File: config.mk
export PLATFORM = sky130hd
export DESIGN_NAME = oarg_gate
export DESIGN_NICKNAME = d
export VERILOG_FILES = /design/src/core/oarg_pkg.sv /design/src/core/oarg_fail_track.sv /design/src/core/oarg_blocker.sv /design/src/core/oarg_gate.sv
export SDC_FILE = /design/constraint.sdc
export NUM_CORES = 2
export LEC_CHECK = 0
export BUFFER_PORTS_ARGS = -buffer_cell sky130_fd_sc_hd__buf_4
export CAP_MARGIN = 0
export CORE_AREA = 2 2 364 366
export CTS_BUF_LIST = sky130_fd_sc_hd__clkbuf_8 sky130_fd_sc_hd__clkbuf_16
export DETAILED_ROUTE_END_ITERATION = 7
export DIE_AREA = 0 0 366 368
export HOLD_SLACK_MARGIN = 0.05
export PLACE_DENSITY = 0.51
export SLEW_MARGIN = 20
export SYNTH_ARGS = -nofsm -noshare
export SYNTH_HDL_FRONTEND = slang
export SYNTH_SLANG_ARGS = --single-unit
File: constraint.sdc
create_clock -name hclk -period 14 [get_ports hclk]
set_input_delay 0.7 -clock hclk [delete_from_list [all_inputs] [get_ports hclk]]
set_output_delay 0.7 -clock hclk [all_outputs]
set_load 0.05 [all_outputs]
File: src/core/oarg_pkg.sv
package oarg_pkg;

    localparam int KEY_W = 256;
    localparam int ICV_W = 64;
    localparam int WORD_W = 32;
    localparam int AUTH_WORDS = 8;
    localparam int NUM_ACCT = 4;
    localparam int ACCT_W = 2;
    localparam int LIMIT_W = 8;
    localparam int FAIL_W = 8;
    localparam int THR_W = 10;
    localparam int DLY_W = 16;

    // Integrity check vector that a correct key unwrap recovers.
    localparam logic [ICV_W-1:0] ICV_EXPECTED = 64'ha6a6a6a6a6a6a6a6;

    localparam logic [7:0] ADDR_CTRL = 8'h00;
    localparam logic [7:0] ADDR_STATUS = 8'h04;
    localparam logic [7:0] ADDR_IRQ_STAT = 8'h08;
    localparam logic [7:0] ADDR_IRQ_MASK = 8'h0c;
    localparam logic [7:0] ADDR_THRESH = 8'h10;
    localparam logic [7:0] ADDR_ACCT_BASE = 8'h20;
    localparam logic [7:0] ADDR_AUTH_BASE = 8'h40;

    localparam int CTRL_START = 0;
    localparam int CTRL_LOGOUT = 1;
    localparam int CTRL_ACCT_LSB = 4;

    localparam int STAT_BUSY = 0;
    localparam int STAT_ROLE_LSB = 1;
    localparam int STAT_DP_LSB = 4;
    localparam int STAT_FAIL = 7;
    localparam int STAT_THROT = 8;
    localparam int STAT_LOCK = 9;
    localparam int STAT_CNT_LSB = 16;

    localparam int IRQ_OK = 0;
    localparam int IRQ_FAIL = 1;
    localparam int IRQ_LOCK = 2;
    localparam int IRQ_W = 3;

    localparam int CFG_DUAL = 0;
    localparam int CFG_LIMIT_LSB = 8;

    localparam int DP_SECURE = 0;
    localparam int DP_MIGRATE = 1;
    localparam int DP_PREBOOT = 2;
    localparam int DP_W = 3;

    localparam int HTRANS_ACTIVE = 1;
    localparam logic HRESP_OKAY = 1'b0;

    localparam logic [THR_W-1:0] THR_MAX = 10'h280;
    localparam logic [THR_W-1:0] THR_RESET = THR_MAX;
    localparam logic [LIMIT_W-1:0] LIMIT_RESET = 8'h0a;
    localparam logic [FAIL_W-1:0] FAIL_MAX = 8'hff;

    localparam logic [ACCT_W-1:0] ACCT_INITIATOR = 2'h0;
    localparam logic [ACCT_W-1:0] ACCT_OFFICER = 2'h1;
    localparam logic [ACCT_W-1:0] ACCT_MANAGER = 2'h2;
    localparam logic [ACCT_W-1:0] ACCT_LIMITED = 2'h3;

    typedef enum logic [2:0] {
        OARG_SH_NONE,
        OARG_SH_INITIATOR,
        OARG_SH_OFFICER,
        OARG_SH_MANAGER,
        OARG_SH_LIMITED
    } oarg_sh_role_t;

    function automatic oarg_sh_role_t acct_role(input logic [ACCT_W-1:0] a);
        unique case (a)
            ACCT_INITIATOR: acct_role = OARG_SH_INITIATOR;
            ACCT_OFFICER: acct_role = OARG_SH_OFFICER;
            ACCT_MANAGER: acct_role = OARG_SH_MANAGER;
            ACCT_LIMITED: acct_role = OARG_SH_LIMITED;
        endcase
    endfunction

    function automatic logic [DP_W-1:0] acct_dp(input logic [ACCT_W-1:0] a);
        acct_dp = '0;
        if (a != ACCT_INITIATOR) begin
            acct_dp[DP_SECURE] = 1'b1;
        end
        if (a == ACCT_OFFICER) begin
            acct_dp[DP_MIGRATE] = 1'b1;
            acct_dp[DP_PREBOOT] = 1'b1;
        end
    endfunction

    function automatic logic is_acct(input logic [7:0] a);
        is_acct = (a[7:4] == ADDR_ACCT_BASE[7:4]);
    endfunction

    function automatic logic is_auth(input logic [7:0] a);
        is_auth = (a[7:5] == ADDR_AUTH_BASE[7:5]);
    endfunction

endpackage

File: src/core/oarg_fail_track.sv
module oarg_fail_track import oarg_pkg::*; (
    input wire logic hclk,
    input wire logic hresetn,
    input wire logic [ACCT_W-1:0] acct,
    input wire logic fail_evt,
    input wire logic ok_evt,
    input wire logic [NUM_ACCT*LIMIT_W-1:0] limits,
    output logic [FAIL_W-1:0] cnt,
    output logic locked,
    output logic lockout_evt
);
    logic [FAIL_W-1:0] cnt_reg [NUM_ACCT];
    logic [LIMIT_W-1:0] lim;

    assign lim = limits[acct*LIMIT_W +: LIMIT_W];
    assign cnt = cnt_reg[acct];
    // A limit of zero means the account never locks.
    assign locked = (lim != '0) && (cnt >= FAIL_W'(lim));
    assign lockout_evt = fail_evt && (lim != '0) && (cnt == FAIL_W'(lim - 1'b1));

    always_ff @(posedge hclk or negedge hresetn) begin
        if (!hresetn) begin
            for (int i = 0; i < NUM_ACCT; i++) begin
                cnt_reg[i] <= '0;
            end
        end else if (fail_evt && cnt != FAIL_MAX) begin
            cnt_reg[acct] <= cnt + 1'b1;
        end else if (ok_evt) begin
            cnt_reg[acct] <= '0;
        end
    end
endmodule

File: src/core/oarg_blocker.sv
module oarg_blocker import oarg_pkg::*; #(
    parameter logic [DLY_W-1:0] DELAY_CYC = 16'h0fa0
) (
    input wire logic hclk,
    input wire logic hresetn,
    input wire logic req,
    input wire logic fail_evt,
    input wire logic ok_evt,
    input wire logic [THR_W-1:0] threshold,
    output logic grant,
    output logic throttled
);
    logic [THR_W-1:0] fail_tot_reg;
    logic [DLY_W-1:0] wait_reg;

    assign throttled = (fail_tot_reg >= threshold);
    assign grant = req && (!throttled || wait_reg >= DELAY_CYC - 1'b1);

    always_ff @(posedge hclk or negedge hresetn) begin
        if (!hresetn) begin
            fail_tot_reg <= '0;
        end else if (fail_evt && fail_tot_reg != '1) begin
            fail_tot_reg <= fail_tot_reg + 1'b1;
        end else if (ok_evt) begin
            fail_tot_reg <= '0;
        end
    end

    always_ff @(posedge hclk or negedge hresetn) begin
        if (!hresetn) begin
            wait_reg <= '0;
        end else if (!req || grant) begin
            wait_reg <= '0;
        end else begin
            wait_reg <= wait_reg + 1'b1;
        end
    end
endmodule

File: src/core/oarg_gate.sv
module oarg_gate import oarg_pkg::*; #(
    parameter logic [DLY_W-1:0] BLOCK_DELAY_CYC = 16'h0fa0
) (
    input wire logic hclk,
    input wire logic hresetn,
    input wire logic hsel,
    input wire logic [31:0] haddr,
    input wire logic [1:0] htrans,
    input wire logic hwrite,
    input wire logic [2:0] hsize,
    input wire logic [WORD_W-1:0] hwdata,
    input wire logic hready,
    output logic hreadyout,
    output logic hresp,
    output logic [WORD_W-1:0] hrdata,
    input wire logic [KEY_W-1:0] key_port_value,
    output logic uw_start,
    output logic uw_stage,
    output logic [KEY_W-1:0] uw_key,
    input wire logic uw_done,
    input wire logic [ICV_W-1:0] uw_icv,
    input wire logic [KEY_W-1:0] uw_key_out,
    output oarg_sh_role_t sh_role,
    output logic [DP_W-1:0] dp_rights,
    output logic irq
);
    // Only the authenticated path exists; there is no way around the unwraps.
    typedef enum logic [2:0] {
        OARG_ST_IDLE,
        OARG_ST_THROTTLE,
        OARG_ST_UW1_REQ,
        OARG_ST_UW1_WAIT,
        OARG_ST_UW2_REQ,
        OARG_ST_UW2_WAIT
    } oarg_state_t;

    oarg_state_t state_reg;
    oarg_state_t state_next;
    logic dp_wr_reg;
    logic [7:0] dp_addr_reg;
    logic [WORD_W-1:0] rdata_reg;
    logic [WORD_W-1:0] rdata_next;
    logic [WORD_W-1:0] auth_word_reg [AUTH_WORDS];
    logic [KEY_W-1:0] auth_val;
    logic [KEY_W-1:0] val_key;
    logic [NUM_ACCT*LIMIT_W-1:0] limit_reg;
    logic [NUM_ACCT-1:0] dual_reg;
    logic [THR_W-1:0] thresh_reg;
    logic [IRQ_W-1:0] irq_stat_reg;
    logic [IRQ_W-1:0] irq_mask_reg;
    logic [IRQ_W-1:0] irq_evt;
    logic [ACCT_W-1:0] cur_acct_reg;
    logic [KEY_W-1:0] uw_key_reg;
    logic uw_stage_reg;
    oarg_sh_role_t sh_role_reg;
    logic [DP_W-1:0] dp_reg;
    logic last_fail_reg;
    logic ap_valid;
    logic wr_ctrl;
    logic start_pulse;
    logic logout_pulse;
    logic officer_wr;
    logic icv_pass;
    logic login_ok_evt;
    logic login_fail_evt;
    logic acct_locked;
    logic lockout_evt;
    logic blk_grant;
    logic blk_throttled;
    logic [FAIL_W-1:0] fail_cnt;
    logic logged_in;
    logic [THR_W-1:0] thr_wdata;

    assign ap_valid = hsel && hready && htrans[HTRANS_ACTIVE];
    assign hreadyout = 1'b1;
    assign hresp = HRESP_OKAY;
    assign hrdata = rdata_reg;

    always_ff @(posedge hclk or negedge hresetn) begin
        if (!hresetn) begin
            dp_wr_reg <= 1'b0;
            dp_addr_reg <= '0;
        end else if (hready) begin
            dp_wr_reg <= ap_valid && hwrite;
            dp_addr_reg <= haddr[7:0];
        end
    end

    assign logged_in = (sh_role_reg != OARG_SH_NONE);
    assign wr_ctrl = dp_wr_reg && dp_addr_reg == ADDR_CTRL;
    assign start_pulse = wr_ctrl && hwdata[CTRL_START];
    assign logout_pulse = wr_ctrl && hwdata[CTRL_LOGOUT];
    // Account policy may only be changed by a logged-in security officer.
    assign officer_wr = dp_wr_reg && sh_role_reg == OARG_SH_OFFICER;
    assign thr_wdata = hwdata[THR_W-1:0] > THR_MAX ? THR_MAX : hwdata[THR_W-1:0];

    // Reads are prepared in the address phase so the slave never inserts wait states.
    always_comb begin
        rdata_next = '0;
        if (is_acct(haddr[7:0])) begin
            rdata_next[CFG_DUAL] = dual_reg[haddr[3:2]];
            rdata_next[CFG_LIMIT_LSB +: LIMIT_W] = limit_reg[haddr[3:2]*LIMIT_W +: LIMIT_W];
        end else begin
            unique case (haddr[7:0])
                ADDR_CTRL: rdata_next[CTRL_ACCT_LSB +: ACCT_W] = cur_acct_reg;
                ADDR_STATUS: begin
                    rdata_next[STAT_BUSY] = (state_reg != OARG_ST_IDLE);
                    rdata_next[STAT_ROLE_LSB +: 3] = sh_role_reg;
                    rdata_next[STAT_DP_LSB +: DP_W] = dp_reg;
                    rdata_next[STAT_FAIL] = last_fail_reg;
                    rdata_next[STAT_THROT] = blk_throttled;
                    rdata_next[STAT_LOCK] = acct_locked;
                    rdata_next[STAT_CNT_LSB +: FAIL_W] = fail_cnt;
                end
                ADDR_IRQ_STAT: rdata_next[IRQ_W-1:0] = irq_stat_reg;
                ADDR_IRQ_MASK: rdata_next[IRQ_W-1:0] = irq_mask_reg;
                ADDR_THRESH: rdata_next[THR_W-1:0] = thresh_reg;
                default: rdata_next = '0;
            endcase
        end
    end

    always_ff @(posedge hclk or negedge hresetn) begin
        if (!hresetn) begin
            rdata_reg <= '0;
        end else if (ap_valid && !hwrite) begin
            rdata_reg <= rdata_next;
        end
    end

    // Authentication words are write-only; they never read back.
    always_ff @(posedge hclk or negedge hresetn) begin
        if (!hresetn) begin
            for (int i = 0; i < AUTH_WORDS; i++) begin
                auth_word_reg[i] <= '0;
            end
        end else if (dp_wr_reg && is_auth(dp_addr_reg)) begin
            auth_word_reg[dp_addr_reg[4:2]] <= hwdata;
        end
    end

    always_comb begin
        auth_val = '0;
        for (int i = 0; i < AUTH_WORDS; i++) begin
            auth_val[i*WORD_W +: WORD_W] = auth_word_reg[i];
        end
    end

    always_ff @(posedge hclk or negedge hresetn) begin
        if (!hresetn) begin
            dual_reg <= '0;
            limit_reg <= {NUM_ACCT{LIMIT_RESET}};
        end else if (officer_wr && is_acct(dp_addr_reg)) begin
            dual_reg[dp_addr_reg[3:2]] <= hwdata[CFG_DUAL];
            limit_reg[dp_addr_reg[3:2]*LIMIT_W +: LIMIT_W] <= hwdata[CFG_LIMIT_LSB +: LIMIT_W];
        end
    end

    always_ff @(posedge hclk or negedge hresetn) begin
        if (!hresetn) begin
            thresh_reg <= THR_RESET;
        end else if (officer_wr && dp_addr_reg == ADDR_THRESH) begin
            thresh_reg <= thr_wdata;
        end
    end

    always_ff @(posedge hclk or negedge hresetn) begin
        if (!hresetn) begin
            cur_acct_reg <= ACCT_INITIATOR;
        end else if (wr_ctrl && state_reg == OARG_ST_IDLE) begin
            cur_acct_reg <= hwdata[CTRL_ACCT_LSB +: ACCT_W];
        end
    end

    // The account is taken from the same write that starts the login.
    logic [ACCT_W-1:0] start_acct;
    assign start_acct = hwdata[CTRL_ACCT_LSB +: ACCT_W];
    assign val_key = dual_reg[start_acct] ? (auth_val ^ key_port_value) : auth_val;
    assign icv_pass = (uw_icv == ICV_EXPECTED);

    always_comb begin
        state_next = state_reg;
        unique case (state_reg)
            OARG_ST_IDLE: begin
                if (start_pulse && !acct_locked) begin
                    state_next = OARG_ST_THROTTLE;
                end
            end
            OARG_ST_THROTTLE: begin
                if (blk_grant) begin
                    state_next = OARG_ST_UW1_REQ;
                end
            end
            OARG_ST_UW1_REQ: state_next = OARG_ST_UW1_WAIT;
            OARG_ST_UW1_WAIT: begin
                if (uw_done) begin
                    state_next = icv_pass ? OARG_ST_UW2_REQ : OARG_ST_IDLE;
                end
            end
            OARG_ST_UW2_REQ: state_next = OARG_ST_UW2_WAIT;
            OARG_ST_UW2_WAIT: begin
                if (uw_done) begin
                    state_next = OARG_ST_IDLE;
                end
            end
        endcase
    end

    always_ff @(posedge hclk or negedge hresetn) begin
        if (!hresetn) begin
            state_reg <= OARG_ST_IDLE;
        end else begin
            state_reg <= state_next;
        end
    end

    // Lock is judged on the account named in the start write.
    assign login_fail_evt = (state_reg == OARG_ST_IDLE && start_pulse && acct_locked)
        || (state_reg == OARG_ST_UW1_WAIT && uw_done && !icv_pass)
        || (state_reg == OARG_ST_UW2_WAIT && uw_done && !icv_pass);
    assign login_ok_evt = state_reg == OARG_ST_UW2_WAIT && uw_done && icv_pass;

    always_ff @(posedge hclk or negedge hresetn) begin
        if (!hresetn) begin
            uw_key_reg <= '0;
            uw_stage_reg <= 1'b0;
        end else if (state_reg == OARG_ST_IDLE && start_pulse) begin
            uw_key_reg <= val_key;
            uw_stage_reg <= 1'b0;
        end else if (state_reg == OARG_ST_UW1_WAIT && uw_done && icv_pass) begin
            uw_key_reg <= uw_key_out;
            uw_stage_reg <= 1'b1;
        end else if (state_reg == OARG_ST_UW2_WAIT && uw_done) begin
            uw_key_reg <= '0;
        end
    end

    assign uw_start = (state_reg == OARG_ST_UW1_REQ) || (state_reg == OARG_ST_UW2_REQ);
    assign uw_stage = uw_stage_reg;
    assign uw_key = uw_key_reg;

    // A completing login wins over a logout written in the same cycle.
    always_ff @(posedge hclk or negedge hresetn) begin
        if (!hresetn) begin
            sh_role_reg <= OARG_SH_NONE;
            dp_reg <= '0;
        end else if (login_ok_evt) begin
            sh_role_reg <= acct_role(cur_acct_reg);
            dp_reg <= acct_dp(cur_acct_reg);
        end else if (login_fail_evt || logout_pulse) begin
            sh_role_reg <= OARG_SH_NONE;
            dp_reg <= '0;
        end
    end

    assign sh_role = sh_role_reg;
    assign dp_rights = dp_reg;

    always_ff @(posedge hclk or negedge hresetn) begin
        if (!hresetn) begin
            last_fail_reg <= 1'b0;
        end else if (login_fail_evt) begin
            last_fail_reg <= 1'b1;
        end else if (login_ok_evt) begin
            last_fail_reg <= 1'b0;
        end
    end

    oarg_fail_track u_fail_track (
        .hclk(hclk),
        .hresetn(hresetn),
        .acct(state_reg == OARG_ST_IDLE && start_pulse ? start_acct : cur_acct_reg),
        .fail_evt(login_fail_evt),
        .ok_evt(login_ok_evt),
        .limits(limit_reg),
        .cnt(fail_cnt),
        .locked(acct_locked),
        .lockout_evt(lockout_evt)
    );

    oarg_blocker #(
        .DELAY_CYC(BLOCK_DELAY_CYC)
    ) u_blocker (
        .hclk(hclk),
        .hresetn(hresetn),
        .req(state_reg == OARG_ST_THROTTLE),
        .fail_evt(login_fail_evt),
        .ok_evt(login_ok_evt),
        .threshold(thresh_reg),
        .grant(blk_grant),
        .throttled(blk_throttled)
    );

    assign irq_evt[IRQ_OK] = login_ok_evt;
    assign irq_evt[IRQ_FAIL] = login_fail_evt;
    assign irq_evt[IRQ_LOCK] = lockout_evt;

    // Setting has priority over a write-one clear so no event is lost.
    always_ff @(posedge hclk or negedge hresetn) begin
        if (!hresetn) begin
            irq_stat_reg <= '0;
        end else if (dp_wr_reg && dp_addr_reg == ADDR_IRQ_STAT) begin
            irq_stat_reg <= (irq_stat_reg & ~hwdata[IRQ_W-1:0]) | irq_evt;
        end else begin
            irq_stat_reg <= irq_stat_reg | irq_evt;
        end
    end

    always_ff @(posedge hclk or negedge hresetn) begin
        if (!hresetn) begin
            irq_mask_reg <= '0;
        end else if (dp_wr_reg && dp_addr_reg == ADDR_IRQ_MASK) begin
            irq_mask_reg <= hwdata[IRQ_W-1:0];
        end
    end

    assign irq = |(irq_stat_reg & irq_mask_reg);
endmodule

==> flow_summary.toml <==
[run_status]
status = "finished, final reports clean"

[sta]
slew_violations = 0
fin_crit_sh_pct = 48.61
fin_skew_ns = 0.03659
setup_viol = 0
final.setup.tns_ns = 0
fmax_mhz = 146.9
hold_ws_ns = 0.2305
rsz0062_at_grt = "no"
hold_violations = 0
tightest_slew_ns = 1.325
relSlewSlack_pct = 11.63
min_period_ns = 6.805

[floorplan]
die_x_um = 366
start_util_pct = 24.81
core_mm2 = 0.1308
ios = 950
die-height_um = 368
rows = 133
die_area_mm2 = 0.1347

[synth]
syn_area_mm2 = 0.03246
async_flop_share_pct = 100.0
yosysTopAreaCellShare_pct = 50.66
synth_cells = 3130
ys_seq_area_share_pct = 51.46
syn_area_per_cell_um2 = 10.37
ys_ff_latch = 667
ys_types = 76
synth.most_common_cell = "nand2_1"
synth_edf_count = 0
synth_ff_type = "dfrtp_1"
synthTopCellsByCount = "nand2_1 (916), dfrtp_1 (657), mux2_2 (278), xnor2_1 (273), a22oi_1 (265)"
ys_warn_count = 0
synth_top_cell_by_area = "dfrtp_1"
synthTopCellsByArea = "dfrtp_1 (51%), nand2_1 (11%), mux2_2 (9.6%)"

[place]
place.gp.congestion = 0.8896
dp_hpwl_mm = 99.88
io_buffers = 911

[cts]
clk_latency_ns = 0.70
cts_resized = 0
cts_setup_buffers = 0
clk_pin_slew_ns = 0.06
htree_levels = 3
cts_sinks = 667
cts_tree = "built"
clockBufferDepth = 3
hold_buffers = 1
clock-root-buffer = "clkbuf_16"
cts-buffers-inserted = 85

[power]
seq_power_share_pct = 40.9
p_sw_share_pct = 27.38
p_per_area_mw_per_mm2 = 118.2
p_leak_nw = 21.67
clkPwrFrac_pct = 44.8
p_int_mw = 3.788
p_sw_mw = 1.428
comb_power_share_pct = 14.3
ir_worst_vdd_v = 0.00008270

[final_layout]
final_nets = 4653
area_growth_syn_to_layout_pct = 35.92
final_util_pct = 33.73
drive_gt1_share_pct = 35.15
nFillCells = 13510

[worst_setup_path]
path_max_fanout = 51
critPathArrivalTime_ns = 7.42
worstPathRequired_ns = 14.62
critical_path.startpoint_type = "register"
worstSetupPathType = "register to register"
cp-end-kind = "register"

[route]
drtIter0Drc = 2034
firstDrtPassIters = 5
wl_per_cell_um = 24.27
vias_per_cell = 4.676
drc_errors = 0
drtAntennaViolNets = 0
wl_mm = 141.0
vias = 27160

[global_route]
grt_max_degree = 151
overflow = 0
grtUsageMet1_pct = 25.83
grt_usage_pct = 20.29
grtUsageMet3_pct = 5.386
use_met2_pct = 33.57
first_global_vias = 26740
grt-busiest-layer = "met2"
grt_pass1_wl_mm = 198.9
antenna_found_initial = 37

[job]
maxCapViolCount = 0

[hold_path]
hp-class = "primary input to register"
-- final cells by class --
type / count / area (µm²) / area share (%)
antenna: 14 / 35.03 / 0.07942
clock buffer: 100 / 2356 / 5.341
clock inverter: 58 / 620.6 / 1.407
inverter: 31 / 116.4 / 0.2638
multi-input combinational: 2237 / 14860 / 33.68
sequential: 667 / 16700 / 37.86
tap: 1755 / 2196 / 4.978
timing repair buffer: 947 / 7227 / 16.38
-- placed cells by master (no fill, tap or decap), types with 8 or more instances in the layout --
cell       instances
buf_4            937
nand2_1          915
dfrtp_1          657
mux2_2           278
xnor2_1          273
a22oi_1          265
clkbuf_16         87
o21ai_0           61
nor2_1            56
inv_1             51
a22o_1            51
ha_1              33
mux2i_1           27
nand3_1           21
a21oi_1           19
and3_1            16
clkinv_2          15
diode_2           14
xor2_1            14
conb_1            14
a211oi_1          13
clkbuf_8          13
nor4bb_1          12
a21o_1            11
nor2b_1           11
bufinv_16         10
dfstp_2           10
nor3_1             9
a32o_1             9
mux4_2             9
nand4_1            8
-- worst max-delay path, stage by stage (launching register included) --
cell and delay [ns]:
dfrtp_1 0.52, inv_1 0.26, ha_1 0.36, and4bb_4 0.29, and4_4 0.79, a21o_1 0.84, mux2i_1 0.33, mux2i_2 0.52
ha_1 0.33, nor2b_1 0.12, o21ai_0 0.15, a21oi_1 0.11, o41ai_1 0.48, o31a_2 0.40, o21ba_1 0.51, o21ai_4 0.48
a22o_1 0.20
-- logic make-up after synthesis --
family,synth area share [%]
buf+inv,3.099
simple gates,14.39
fa+ha+maj,1.272
xor+xnor,7.745
mux,11.48
compound gates,10.53
flops,51.46
other cells,0.02314
-- power groups by stage --
stage	Combinational (mW)	Clock [mW]	Sequential (mW)
final	0.746	2.34	2.13
after global routing	0.813	2.48	2.15
after detailed placement	0.756	0	2.17
after CTS	0.758	2.40	2.14
after floorplan	0.408	0	2.16
after global placement	0.748	0	2.17
-- final timing paths --
check                                from                       to  slack (ns)  cells after the start
setup / recovery           dp_addr_reg[3]  u_fail_track.cnt_reg[8]        7.19                     16
hold / removal             uw_key_out[45]               uw_key[45]        0.23                      3
setup reg to reg           dp_addr_reg[3]  u_fail_track.cnt_reg[8]        7.19                     16
hold reg to reg               uw_key[143]              uw_key[143]        0.46                      2
max in group asynchronous         hresetn            auth_val[205]       10.67                      5
min in group asynchronous         hresetn                uw_key[2]        0.57                      2
-- stage by stage --
step                      instances  setup slack (ns)  cell area (µm²)  power, mW
after floorplan                3142             9.173            32500      2.566
after global placement         5634             7.116            41040      2.915
after detailed placement       5634             7.093            41040      2.925
after CTS                      5793             7.173            44030      5.288
after global routing           5803             6.693            44100      5.436
final                          5809             7.195            44110      5.216
-- per-layer routing --
| metal | up-vias | routed length, µm |
|---|---|---|
| li1 | 12390 | - |
| met1 | 13660 | 58660 |
| met2 | 930 | 68760 |
| met3 | 173 | 10270 |
| met4 | 18 | 3150 |
| met5 | - | 132 |
(Power assumes the default switching activity.)
